===== src/common/spc_params.svh =====
/*
 Timing counts, field positions and mode codes of the sleep controller.
 Included by the package and the design; definitions only.
*/
`ifndef SPC_PARAMS_SVH
`define SPC_PARAMS_SVH

`define SPC_MODE_W 3
`define SPC_MODE_IDLE 3'h0
`define SPC_MODE_PDOWN 3'h1
`define SPC_MODE_PSAVE 3'h2
`define SPC_MODE_STDBY 3'h3
`define SPC_MODE_ESTDBY 3'h4
`define SPC_HALT_CYCLES 3'h4
`define SPC_HALT_W 3
`define SPC_WAKE_TWI 0
`define SPC_WAKE_PORT 1

`endif


===== src/common/spc_pkg.sv =====
/*
 Types of the sleep and power controller.
 Assumes spc_params.svh on the include path.
*/
`include "spc_params.svh"

package spc_pkg;

    typedef logic [`SPC_MODE_W-1:0] spc_mode_t;

    typedef enum logic [2:0] {
        SPC_ACTIVE,
        SPC_WAIT_NVM,
        SPC_SLEEP,
        SPC_HALT,
        SPC_RESET
    } spc_state_t;

endpackage : spc_pkg


===== src/core/spc_sleep_ctrl.sv =====
/*
 Sleep and power controller: sleep entry on the sleep instruction, clock
 gating per mode and per peripheral, qualified wake-up and a fixed halt.
 Assumes all inputs come from logic on clk, apart from the asynchronous
 wake pins, which are synchronised here.
*/
`timescale 1ns/100ps
`include "spc_params.svh"


module spc_sleep_ctrl #(
    parameter int NUM_PERIPH = 8,
    parameter logic PSAVE_RTC_ON = 1'b1,
    parameter logic STDBY_OSC_ON = 1'b1,
    parameter logic ESTDBY_RTC_ON = 1'b1
) (
    // Clock, reset, enable
    input wire logic clk,
    input wire logic rst_n,
    input wire logic clk_en,
    // Software settings
    input wire logic sleep_enable,
    input wire spc_pkg::spc_mode_t sleep_mode,
    input wire logic [NUM_PERIPH-1:0] periph_stop,
    // CPU and interrupt controller
    input wire logic sleep_instr,
    input wire logic irq_pending,
    input wire logic twi_addr_match_irq,
    input wire logic port_async_irq,
    input wire logic reset_request,
    input wire logic nvm_busy,
    // Gating and status outputs
    output logic cpu_clk_en,
    output logic nvm_clk_en,
    output logic periph_clk_en_all,
    output logic [NUM_PERIPH-1:0] periph_clk_en,
    output logic rtc_clk_en,
    output logic osc_en,
    output logic cpu_halt,
    output logic wake_irq_go,
    output logic core_reset,
    output logic asleep
);
    import spc_pkg::*;

    // Elaboration checks on what the counters and vectors can serve
    if (NUM_PERIPH < 1 || NUM_PERIPH > 64)
    begin : g_bad_periph
        $error("NUM_PERIPH out of range");
    end

    if (`SPC_HALT_CYCLES == 0)
    begin : g_bad_halt
        $error("halt count must be at least one");
    end

    // The halt state counts down to zero, so it loads one less than the
    // number of halted cycles
    localparam logic [`SPC_HALT_W-1:0] HALT_LOAD = `SPC_HALT_CYCLES - 3'h1;

    // ------------------------------------------------------------
    // Synchronisers for asynchronous wake pins
    // ------------------------------------------------------------
    // Only the second stage is read: the first may be metastable
    logic [1:0] async_s1_reg, async_s1_next;
    logic [1:0] async_s2_reg, async_s2_next;

    always_comb
    begin
        async_s1_next = async_s1_reg;
        async_s2_next = async_s2_reg;
        if (clk_en)
        begin
            async_s1_next[`SPC_WAKE_TWI] = twi_addr_match_irq;
            async_s1_next[`SPC_WAKE_PORT] = port_async_irq;
            async_s2_next = async_s1_reg;
        end
    end

    always_ff @(posedge clk)
    begin
        if (!rst_n)
        begin
            async_s1_reg <= 2'h0;
            async_s2_reg <= 2'h0;
        end
        else
        begin
            async_s1_reg <= async_s1_next;
            async_s2_reg <= async_s2_next;
        end
    end

    // ------------------------------------------------------------
    // Wake qualification
    // ------------------------------------------------------------
    spc_state_t state_reg, state_next;
    spc_mode_t mode_reg, mode_next;
    logic [`SPC_HALT_W-1:0] halt_cnt_reg, halt_cnt_next;
    logic wake_ok;
    logic irq_allowed;
    logic async_allowed;

    // Undefined mode codes gate like power-down and so wake like it
    always_comb
    begin
        irq_allowed = 1'b0;
        async_allowed = 1'b0;
        case (mode_reg)
            `SPC_MODE_IDLE:
                irq_allowed = 1'b1;
            `SPC_MODE_PDOWN:
                async_allowed = 1'b1;
            `SPC_MODE_PSAVE,
            `SPC_MODE_ESTDBY:
            begin
                irq_allowed = 1'b1;
                async_allowed = 1'b1;
            end
            `SPC_MODE_STDBY:
                async_allowed = 1'b1;
            default:
                async_allowed = 1'b1;
        endcase
        wake_ok = (irq_allowed && irq_pending)
                  || (async_allowed && |async_s2_reg);
    end

    // ------------------------------------------------------------
    // Sleep sequencer
    // ------------------------------------------------------------
    // Entry waits with the CPU stopped until programming ends; the mode is
    // latched at the sleep instruction so that later writes to the setting
    // do not change a sleep already under way
    always_comb
    begin
        state_next = state_reg;
        mode_next = mode_reg;
        halt_cnt_next = halt_cnt_reg;
        if (clk_en)
        begin
            case (state_reg)
                SPC_ACTIVE:
                    if (sleep_instr && sleep_enable)
                    begin
                        mode_next = sleep_mode;
                        state_next = SPC_WAIT_NVM;
                    end
                SPC_WAIT_NVM:
                    if (reset_request)
                        state_next = SPC_RESET;
                    else if (!nvm_busy)
                        state_next = SPC_SLEEP;
                SPC_SLEEP:
                    // A reset request wins over a wake in the same cycle
                    if (reset_request)
                        state_next = SPC_RESET;
                    else if (wake_ok)
                    begin
                        state_next = SPC_HALT;
                        halt_cnt_next = HALT_LOAD;
                    end
                SPC_HALT:
                    if (halt_cnt_reg == 3'h0)
                        state_next = SPC_ACTIVE;
                    else
                        halt_cnt_next = halt_cnt_reg - 3'h1;
                SPC_RESET:
                    state_next = SPC_ACTIVE;
                default:
                    state_next = SPC_ACTIVE;
            endcase
        end
    end

    always_ff @(posedge clk)
    begin
        if (!rst_n)
        begin
            state_reg <= SPC_ACTIVE;
            mode_reg <= `SPC_MODE_IDLE;
            halt_cnt_reg <= 3'h0;
        end
        else
        begin
            state_reg <= state_next;
            mode_reg <= mode_next;
            halt_cnt_reg <= halt_cnt_next;
        end
    end

    // ------------------------------------------------------------
    // Clock gating and status outputs
    // ------------------------------------------------------------
    // Outputs register the next state, so they change on the same edge
    // as the state that they describe
    logic cpu_en_next, nvm_en_next, per_all_next, rtc_next, osc_next;
    logic halt_next, go_next, rst_next, asleep_next;
    logic [NUM_PERIPH-1:0] per_en_next;
    logic sleeping;

    always_comb
    begin
        // Sleep only gates clocks and keeps all storage; core_reset comes from a reset request alone
        sleeping = state_next == SPC_SLEEP;
        cpu_en_next = !sleeping && state_next != SPC_WAIT_NVM;
        nvm_en_next = !sleeping;
        per_all_next = 1'b1;
        rtc_next = 1'b1;
        osc_next = 1'b1;
        if (sleeping)
        begin
            case (mode_next)
                `SPC_MODE_IDLE:
                    per_all_next = 1'b1;
                `SPC_MODE_PDOWN:
                begin
                    per_all_next = 1'b0;
                    rtc_next = 1'b0;
                    osc_next = 1'b0;
                end
                `SPC_MODE_PSAVE:
                begin
                    per_all_next = 1'b0;
                    rtc_next = PSAVE_RTC_ON;
                    osc_next = PSAVE_RTC_ON;
                end
                `SPC_MODE_STDBY:
                begin
                    per_all_next = 1'b0;
                    rtc_next = 1'b0;
                    osc_next = STDBY_OSC_ON;
                end
                `SPC_MODE_ESTDBY:
                begin
                    per_all_next = 1'b0;
                    rtc_next = ESTDBY_RTC_ON;
                    osc_next = STDBY_OSC_ON;
                end
                default:
                begin
                    per_all_next = 1'b0;
                    rtc_next = 1'b0;
                    osc_next = 1'b0;
                end
            endcase
        end
        for (int i = 0; i < NUM_PERIPH; i++)
        begin
            per_en_next[i] = per_all_next && !periph_stop[i];
        end
        halt_next = state_next != SPC_ACTIVE;
        // One pulse as the halt ends hands the core to its interrupt
        go_next = state_reg == SPC_HALT && state_next == SPC_ACTIVE;
        rst_next = state_next == SPC_RESET;
        asleep_next = sleeping;
    end

    always_ff @(posedge clk)
    begin
        if (!rst_n)
        begin
            cpu_clk_en <= 1'b1;
            nvm_clk_en <= 1'b1;
            periph_clk_en_all <= 1'b1;
            periph_clk_en <= {NUM_PERIPH{1'b1}};
            rtc_clk_en <= 1'b1;
            osc_en <= 1'b1;
            cpu_halt <= 1'b0;
            wake_irq_go <= 1'b0;
            core_reset <= 1'b0;
            asleep <= 1'b0;
        end
        else if (clk_en)
        begin
            cpu_clk_en <= cpu_en_next;
            nvm_clk_en <= nvm_en_next;
            periph_clk_en_all <= per_all_next;
            periph_clk_en <= per_en_next;
            rtc_clk_en <= rtc_next;
            osc_en <= osc_next;
            cpu_halt <= halt_next;
            wake_irq_go <= go_next;
            core_reset <= rst_next;
            asleep <= asleep_next;
        end
    end

endmodule : spc_sleep_ctrl


===== config.mk =====
export PLATFORM = sky130hd
export DESIGN_NAME = spc_sleep_ctrl
export DESIGN_NICKNAME = d
export VERILOG_FILES = /design/src/common/spc_pkg.sv /design/src/core/spc_sleep_ctrl.sv
export VERILOG_INCLUDE_DIRS = /design/src /design/src/common
export SDC_FILE = /design/constraint.sdc
export NUM_CORES = 1
export LEC_CHECK = 0
export BUFFER_PORTS_ARGS = -buffer_cell sky130_fd_sc_hd__buf_2
export CAP_MARGIN = 20
export CORE_MARGIN = 2
export CORE_UTILIZATION = 40
export CTS_CLUSTER_DIAMETER = 120
export CTS_CLUSTER_SIZE = 10
export DETAILED_ROUTE_END_ITERATION = 7
export GPL_ROUTABILITY_DRIVEN = 0
export HOLD_SLACK_MARGIN = 0.06
export PLACE_DENSITY = 0.68
export SETUP_SLACK_MARGIN = 0.3
export SLEW_MARGIN = 0
export SYNTH_ARGS = -nofsm -noshare
export SYNTH_HDL_FRONTEND = slang
export SYNTH_SLANG_ARGS = --single-unit

===== constraint.sdc =====
create_clock -name clk -period 2.68 [get_ports clk]
set_input_delay 0.804 -clock clk [delete_from_list [all_inputs] [get_ports clk]]
set_output_delay 0.804 -clock clk [all_outputs]
set_load 0.02 [all_outputs]

==> results of run 1 <==
## worst max path at each step
stage	slack, ps	cells after the start	start	end
CTS	450	6	clk_en	periph_clk_en[2]
detailed placement	170	6	clk_en	periph_clk_en[2]
floorplan	460	5	sleep_instr	periph_clk_en[0]
global placement	190	6	clk_en	periph_clk_en[1]
finish	450	6	clk_en	periph_clk_en[2]
global route	310	6	nvm_busy	periph_clk_en[3]
## cell type report
type / instances / share of cell area
multi-input combinational: 109 / 0.4373
sequential: 30 / 0.3441
timing repair buffer: 42 / 0.1276
clock buffer: 7 / 0.04373
tap: 48 / 0.03441
inverter: 6 / 0.01290
## power groups by stage
| stage | registers [W] | clock network, W | logic, W |
|---|---|---|---|
| 5_1_grt | 0.000478 | 0.000366 | 0.000135 |
| 4_1_cts | 0.000476 | 0.000342 | 0.000123 |
| 3_5_place_dp | 0.000485 | 0 | 0.000122 |
| 2_1_floorplan | 0.000497 | 0 | 0.0000671 |
| 6_report | 0.000476 | 0.000330 | 0.000122 |
| 3_3_place_gp | 0.000485 | 0 | 0.000122 |
## cell families (layout without fill, tap and decap cells)
kind of cell | count (synthesis) | count (layout) | synth area share
multiplexers | 8 | 8 | 0.05541
XOR/XNOR | 1 | 1 | 0.005969
AND/OR/NAND/NOR | 51 | 51 | 0.2165
adder cells (fa/ha/maj) | 2 | 2 | 0.01705
buffers and inverters | 14 | 55 | 0.07076
flip-flops | 30 | 30 | 0.4092
AO/OA/AOI/OAI | 47 | 47 | 0.2251
## per-layer routing
metal / up-vias / GRT usage
met5: - / 0
met4: 0 / 0.07979
met3: 5 / 0.04861
met2: 31 / 0.2565
met1: 586 / 0.1953
li1: 634 / -
## through the flow
stage                 util  total power [W]  std cells  worst slack (ps)
finish              0.4840        0.0009280        242             450.6
global route        0.4840        0.0009788        242             312.8
CTS                 0.4840        0.0009405        242             448.9
detailed placement  0.4629        0.0006076        235             169.1
global placement    0.4629        0.0006067        235             193.3
floorplan                -        0.0005641        153             462.7
## placed cells by master (no fill, tap or decap), types with 6 or more instances in the layout
| cell | n |
|---|---|
| a21boi_0 | 9 |
| a21oi_1 | 6 |
| buf_2 | 37 |
| dfxtp_1 | 30 |
| inv_1 | 6 |
| mux2i_1 | 7 |
| nand2_1 | 9 |
| nor2b_1 | 12 |
| nor3_1 | 6 |
| o21ai_0 | 14 |
==> flow_summary_export.csv, run 1 <==
group,metric,value,unit
setup_path,crit_family,"compound AO/OA/AOI/OAI gates",
worst_hold_path,whs_path_depth,1,
synthesis,async_flop_share,0,
sta,rsz0062_at_grt,"false",
setup_path,rrSetupSlack,450,ps
detailed_routing,drc,0,
setup_path,worstSetupPathType,"input port to flop",
layout,drive_above_1_share,0.3041,
setup_path,path_cells,"buf_2 > and2b_2 > a31oi_1 > or4b_4 > o31ai_4 > o21ai_0",
detailed_routing,top_layer,"met4",
synthesis,synthCells,153,
floorplanning,die_height,64.58,um
pwr,powerDensity,531.7,nW/um2
synthesis,synth.ff_latch_count,30,
clocking,holdBufCountCts,0,
sta,slew_viol_final,0,
layout,design_area,1745,um2
detailed_routing,wl_per_cell,12.88,um
status,outcome,"finished, final reports clean",
synthesis,yosys-top-cells-area,"dfxtp_1, nor2b_1, mux2i_1",
layout,finalNetCount,217,
sta,max_freq,448.5,MHz
detailed_routing,wl_met2,1428,um
synthesis,yosys.area.top_type,"dfxtp_1",
setup_path,critPathMaxStageDelay,530,ps
setup_path,worstPathRequired,2830,ps
setup_path,r2r_start,"mode_reg[2]",
synthesis,synthFlopType,"dfxtp_1",
layout,largest_register,"periph_clk_en",
place,place_area,1669,um2
clocking,cts_root_buf,"clkbuf_8",
floorplanning,coreArea,3606,um2
detailed_routing,dr.pass1.iters,4,
clocking,h-tree-depth,2,
synthesis,ys_types,44,
sta,finalSetupViolations,0,
setup_path,cp_slowest_cell,"or4b_4",
synthesis,syn_avg_cell_area,9.593,um2
global_routing,antenna_found_initial,0,
layout,multi_input_area,763.2,um2
clocking,clkLatencyLatePin,280,ps
setup_path,rr_worst_depth,5,
clocking,cts_setup_buffers,0,
floorplanning,num_io_pins,38,
setup_path,worstReg2RegEnd,"periph_clk_en[2]",
pwr,p_comb_frac,0.132,
sta,worst_pin_slew,468.1,ps
synthesis,synth_common_cells,"dfxtp_1, o21ai_0, nor2b_1, a21boi_0, nand2_1",
clocking,cts_buffers,5,
layout,register_area,600.6,um2
synthesis,ys_seq_area_frac,0.4092,
synthesis,synth_most_common_cell,"dfxtp_1",
clocking,cts_tree,"done",
synthesis,synth_top_area_frac,0.4092,
sta,hold_ws,461.6,ps
worst_hold_path,holdPathEnd,"rtc_clk_en",
pwr,power.net_switching,0.0002314,W
setup_path,arrival,2380,ps
layout,fillerInstances,362,
detailed_routing,drt-met1-wl,1475,um
place,place_hpwl,2245,um
setup_path,start_kind,"input port",
detailed_routing,ant_nets,0,
synthesis,synth_warnings,0,
pwr,swShare,0.2493,
clocking,clockBufferDepth,2,
global_routing,grt_pass1_vias,1118,
layout,largest_reg_flops,8,
sta,skew,2.951,ps
detailed_routing,vias_per_cell,5.190,
synthesis,synth_edf_count,0,
sta,fin_crit_sh,0.8319,
detailed_routing,num_vias,1256,
floorplanning,die_area,4170,um2
clocking,cts.clk_slew.worst_paths,60,ps
pwr,peakVddDrop,255.5,uV
pwr,p_int,0.0006966,W
detailed_routing,finalWirelength,3117,um
global_routing,overflow,0,
setup_path,crit_buf_inv,1,
detailed_routing,dr_wl_met3,142,um
sta,finalCriticalPeriod,2229,ps
pwr,p_leak,0.6799,nW
floorplanning,die_w,64.58,um
floorplanning,fp-row-count,22,
worst_hold_path,hp-class,"flop to flop",
floorplanning,initial_core_util,0.4070,
global_routing,grt_usage,0.1604,
worst_hold_path,holdCritStartpoint,"rtc_clk_en",
detailed_routing,drt_iter0_markers,35,
place,io_buffer_count,37,
global_routing,grt_max_degree,33,
sta,totalNegativeSetupSlack,0,ps
sta,slew-limit-headroom,0.6855,
synthesis,synth_fp_nets,176,
clocking,cts.repair.resized,0,
pwr,p_clk_frac,0.356,
synthesis,netlist_area,1468,um2
clocking,clock-sinks,30,
sta,final_hold_viol_count,0,
setup_path,cp_max_fo,8,
pwr,power_frac_seq,0.513,
global_routing,grt_pass1_wl,5078,um
job,max_cap_viol_count,0,
layout,syn_to_final_growth,18.93,%
setup_path,end_kind,"flop",
layout,num_antenna_cells,0,
Power figures use the tool's default switching activity.
==> run 2: changes to the inputs <==
clock period = 2.1 ns   (was 2.68 ns; I/O delays follow)
==> run 2 against run 1 <==
  * Non-clock buffer count up 16
  * Final cell count is 7.0% higher
  * Global-route usage increased by 1.6 points
  * Design area is 19% higher
  * First-iteration DRC count increased by 86%
  * Largest cell class unchanged
  * Critical path depth increased by 1
  * Core utilization up 9.1 points
  * Critical path type unchanged
  * Hold slack gained 15 ps
  * Critical endpoint is now periph_clk_en_all
  * Sequential share of layout area decreased by 5.0 points
  * Worst setup slack got worse by 350 ps
  * Flip-flop and latch count is the same
  * Clock skew grew 5.0 ps
==> flow_summary_export.csv, run 2 (synthesis gave the netlist of run 1 again) <==
group,metric,value,unit
status,outcome,"finished, final reports clean",
sta,fin_crit_sh,0.9534,
setup_path,start_kind,"input port",
layout,syn_to_final_growth,41.26,%
setup_path,cp_max_fo,4,
global_routing,antenna_found_initial,0,
place,dp_slack,-202.8,ps
clocking,cts_tree,"done",
layout,finalNetCount,233,
layout,largest_register,"periph_clk_en",
clocking,clock-sinks,30,
floorplanning,die_height,64.58,um
job,max_cap_viol_count,0,
global_routing,grt_pass1_wl,5589,um
detailed_routing,drc,0,
clocking,h-tree-depth,2,
floorplanning,fp-row-count,22,
sta,rsz0062_at_grt,"true",
floorplanning,die_area,4170,um2
pwr,peakVddDrop,344.4,uV
layout,mostFrequentLayoutCells,"buf_2, dfxtp_1, buf_4, nor2b_1, a21boi_0",
clocking,cts_root_buf,"clkbuf_8",
pwr,p_int,0.0009583,W
layout,largest_reg_flops,8,
setup_path,worstPathRequired,2250,ps
clocking,cts_buffers,5,
detailed_routing,drt_iter0_markers,65,
detailed_routing,ant_nets,0,
detailed_routing,wl_per_cell,14.77,um
pwr,p_clk_frac,0.365,
pwr,p_leak,0.8232,nW
sta,slew_viol_final,0,
clocking,cts.clk_slew.worst_paths,60,ps
layout,mostFrequentLayoutCell,"buf_2",
clocking,clockBufferDepth,2,
sta,finalSetupViolations,0,
detailed_routing,finalWirelength,3825,um
place,place_area,1740,um2
sta,worst_pin_slew,451.3,ps
sta,max_freq,499.4,MHz
layout,drive_above_1_share,0.4787,
setup_path,worstSetupPathType,"input port to flop",
clocking,clkLatencyLatePin,280,ps
place,io_buffer_count,37,
layout,num_antenna_cells,0,
detailed_routing,dr.pass1.iters,4,
setup_path,end_kind,"flop",
pwr,power.net_switching,0.0003454,W
sta,totalNegativeSetupSlack,0,ps
pwr,swShare,0.2649,
layout,utilization,0.5749,
global_routing,grt_usage,0.1760,
pwr,power_frac_seq,0.464,
floorplanning,initial_core_util,0.4070,
worst_hold_path,hp-class,"flop to flop",
sta,final_hold_viol_count,0,
detailed_routing,vias_per_cell,5.340,
pwr,powerDensity,628.8,nW/um2
detailed_routing,num_vias,1383,
sta,skew,7.951,ps
sta,hold_ws,476.9,ps
setup_path,rrSetupSlack,110,ps
place,place_hpwl,2573,um
global_routing,grt_max_degree,33,
layout,design_area,2073,um2
clocking,holdBufCountCts,0,
sta,slew-limit-headroom,0.6992,
floorplanning,die_w,64.58,um
sta,setup_slack,97.79,ps
sta,finalCriticalPeriod,2002,ps
floorplanning,num_io_pins,38,
global_routing,overflow,0,
global_routing,grt_pass1_vias,1289,
floorplanning,coreArea,3606,um2
setup_path,arrival,2150,ps
pwr,p_comb_frac,0.171,
==> run 2: per-stage QoR <==
step	cells	total power, W
5_1_grt	259	0.001355
3_3_place_gp	241	0.0007804
6_report	259	0.001304
4_1_cts	255	0.001275
2_1_floorplan	153	0.0007247
3_5_place_dp	241	0.0007876
==> run 2: worst paths after layout <==
path                     from                 to  cells past startpoint
setup / recovery       clk_en  periph_clk_en_all                      7
hold / removal     rtc_clk_en         rtc_clk_en                      1
setup reg to reg  mode_reg[0]  periph_clk_en_all                      6
hold reg to reg    rtc_clk_en         rtc_clk_en                      1
==> run 2: what timing repair did <==
item                                    CTS  global route
pin swaps                                 9            10
endpoints found under the setup margin   18            20
cloned                                    0             0
setup buffers                             6             4
gates resized for setup                  17            34
==> run 2: cell type report <==
cell class	count	area, um2
fillers	317	1533
multi-input cells	109	920.9
flip-flops and latches	30	609.3
repair buffers	58	369.1
clock buffers	7	86.33
well taps	48	60.06
inverters	6	22.52
clock inverters	1	5.005
==> run 2: critical path, stage by stage <==
cell and delay [ps]:
buf_2 130, and2b_2 210, a31oi_2 210, or4b_4 520
buf_6 150, nor4_4 230, o21ai_1 80
==> run 2: layer usage <==
metal	vias to the layer above	wire length (um)	global-route usage
met5	-	0	0
met4	0	70	0.07979
met1	674	1643	0.2022
li1	665	-	-
met3	6	201	0.05556
met2	38	1908	0.2982
==> run 2: power groups by stage <==
stage	Combinational [W]	Clock (W)	Sequential [W]
after floorplan	0.0000906	0	0.000634
after CTS	0.000185	0.000484	0.000606
after global routing	0.000238	0.000510	0.000607
after detailed placement	0.000169	0	0.000619
final	0.000223	0.000475	0.000605
after global placement	0.000164	0	0.000617
==> run 3: changes to the inputs <==
PLACE_DENSITY = 0.71   (was 0.68)
clock period = 1.6 ns   (was 2.1 ns; I/O delays follow)
==> run 3 against run 2 <==
  * Via count up 3.2%
  * Sequential share of layout area down 2.7 points
  * Highest routed layer unchanged
  * Count of clock-buffer cells in the layout down 1
  * Sequential power up 31%
  * The run now ends with setup timing left
==> flow_summary_export.csv, run 3 (synthesis gave the netlist of run 1 again) <==
group,metric,value,unit
layout,mostFrequentLayoutCell,"buf_4",
setup_path,crit_buf_inv,1,
clocking,clock-sinks,30,
sta,final_hold_viol_count,0,
layout,finalNetCount,255,
layout,syn_to_final_growth,55.16,%
global_routing,antenna_found_initial,0,
clocking,h-tree-depth,2,
sta,finalSetupViolations,20,
setup_path,cp_slowest_cell,"or4b_4",
clocking,cts_tree,"done",
layout,num_antenna_cells,0,
setup_path,crit_family,"compound AO/OA/AOI/OAI gates",
setup_path,end_kind,"flop",
pwr,powerDensity,809.6,nW/um2
sta,setup_slack,-377.1,ps
layout,largest_register,"periph_clk_en",
global_routing,grt_usage,0.1957,
floorplanning,die_height,64.58,um
clocking,cts.clk_slew.worst_paths,70,ps
setup_path,path_cells,"o32a_1 > o221a_2 > or4b_4 > o31ai_4 > buf_6 > o21ai_1",
setup_path,worstSetupPathType,"flop to flop",
sta,slew-limit-headroom,0.7675,
detailed_routing,wl_per_cell,13.78,um
job,max_cap_viol_count,0,
setup_path,cp_max_fo,8,
global_routing,grt_pass1_vias,1407,
setup_path,critPathMaxStageDelay,520,ps
place,dpl.cell_count,265,
pwr,peakVddDrop,588.9,uV
pwr,finalPower,0.001844,W
sta,finalCriticalPeriod,1977,ps
sta,hold_ws,361.8,ps
floorplanning,die_area,4170,um2
detailed_routing,num_vias,1427,
sta,rsz0062_at_grt,"true",
clocking,holdBufCountCts,0,
detailed_routing,finalWirelength,3873,um
detailed_routing,drt_iter0_markers,53,
clocking,clockBufferDepth,2,
layout,largest_reg_flops,8,
worst_hold_path,hp-class,"input port to flop",
global_routing,overflow,0,
floorplanning,die_w,64.58,um
clocking,cts_root_buf,"clkbuf_8",
status,outcome,"finished with violations",
pwr,p_leak,0.9273,nW
detailed_routing,ant_nets,0,
layout,mostFrequentLayoutCells,"buf_4, buf_2, dfxtp_1, o21ai_1, nor2b_1",
place,place_hpwl,2603,um
detailed_routing,drc,0,
sta,fin_crit_sh,1.236,
global_routing,grt_pass1_wl,6313,um
sta,slew_viol_final,0,
clocking,cts_buffers,5,
layout,fillerInstances,302,
layout,utilization,0.6315,
layout,fin_cells,281,
setup_path,arrival,2150,ps
setup_path,start_kind,"flop",
layout,drive_above_1_share,0.5236,
floorplanning,initial_core_util,0.4070,
setup_path,worstPathRequired,1770,ps
floorplanning,coreArea,3606,um2
sta,max_freq,505.8,MHz
detailed_routing,dr.pass1.iters,4,
detailed_routing,vias_per_cell,5.078,
global_routing,grt_max_degree,21,
floorplanning,fp-row-count,22,
place,io_buffer_count,37,
status,violations,"setup timing",
clocking,clkLatencyLatePin,290,ps
floorplanning,num_io_pins,38,
sta,worst_pin_slew,344.0,ps
sta,skew,8.890,ps
run 3: cell types whose count changed in the layout (fill, tap and decap cells not counted), moves of 2 or more:
cell      delta
a211oi_4     +2
nor3_1       -2
buf_4       +22
o21ai_2      -7
o21ai_1      +8
o221a_2      +2
nor3b_1      -2
buf_2        -3
buf_6        +4
nor3b_2      +2
o221a_4      -2
run 3: worst register-to-register path, cell delays in order (launching register included):
cell and delay, ps:
dfxtp_2 320, o32a_1 340, o221a_2 270, or4b_4 520, o31ai_4 210, buf_6 160, o21ai_1 60
run 3: final cells by class:
type	instances	area, um2	area share
multi-input combinational	109	927.1	0.4071
sequential	30	608.1	0.2670
timing repair buffer	80	549.3	0.2412
clock buffer	6	72.57	0.03187
tap	48	60.06	0.02637
clock inverter	2	37.54	0.01648
inverter	6	22.52	0.009890
run 3: metal layers:
layer | track usage | vias to the layer above | part of all wire
met5 | 0 | - | 0
met4 | 0.04787 | 0 | 0.0083
met3 | 0.05208 | 4 | 0.034
met2 | 0.3555 | 27 | 0.51
met1 | 0.2279 | 686 | 0.45
li1 | - | 710 | -
run 3: worst paths after layout:
path	startpoint	to	slack, ps	cells past startpoint
worst min-delay path	periph_stop[1]	periph_clk_en[1]	360	2
worst min register to register	rtc_clk_en	rtc_clk_en	470	1
worst max-delay path	mode_reg[1]	periph_clk_en[2]	-380	6
worst max register to register	mode_reg[1]	periph_clk_en[2]	-380	6
run 3: power breakdown:
group          internal [W]  total (W)  switching (W)
Combinational      0.000143   0.000298       0.000154
Sequential         0.000776   0.000792      0.0000151
Clock              0.000464   0.000755       0.000291
Total               0.00138    0.00184       0.000460
run 3: timing repair:
action | 4_1_cts | 5_1_grt
pin swaps | 16 | 8
endpoints found under the setup margin | 24 | 27
setup buffers | 4 | 4
gates resized for setup | 28 | 16
run 3: through the flow:
step                      cell area (um2)  setup TNS, ps  worst slack [ps]
after floorplan                      1498          -3133            -317.4
after global placement               1921          -6961            -482.7
after detailed placement             1921          -7462            -522.6
after CTS                            2176          -4224            -360.4
after global routing                 2277          -6490            -446.5
final                                2277          -5115            -377.1
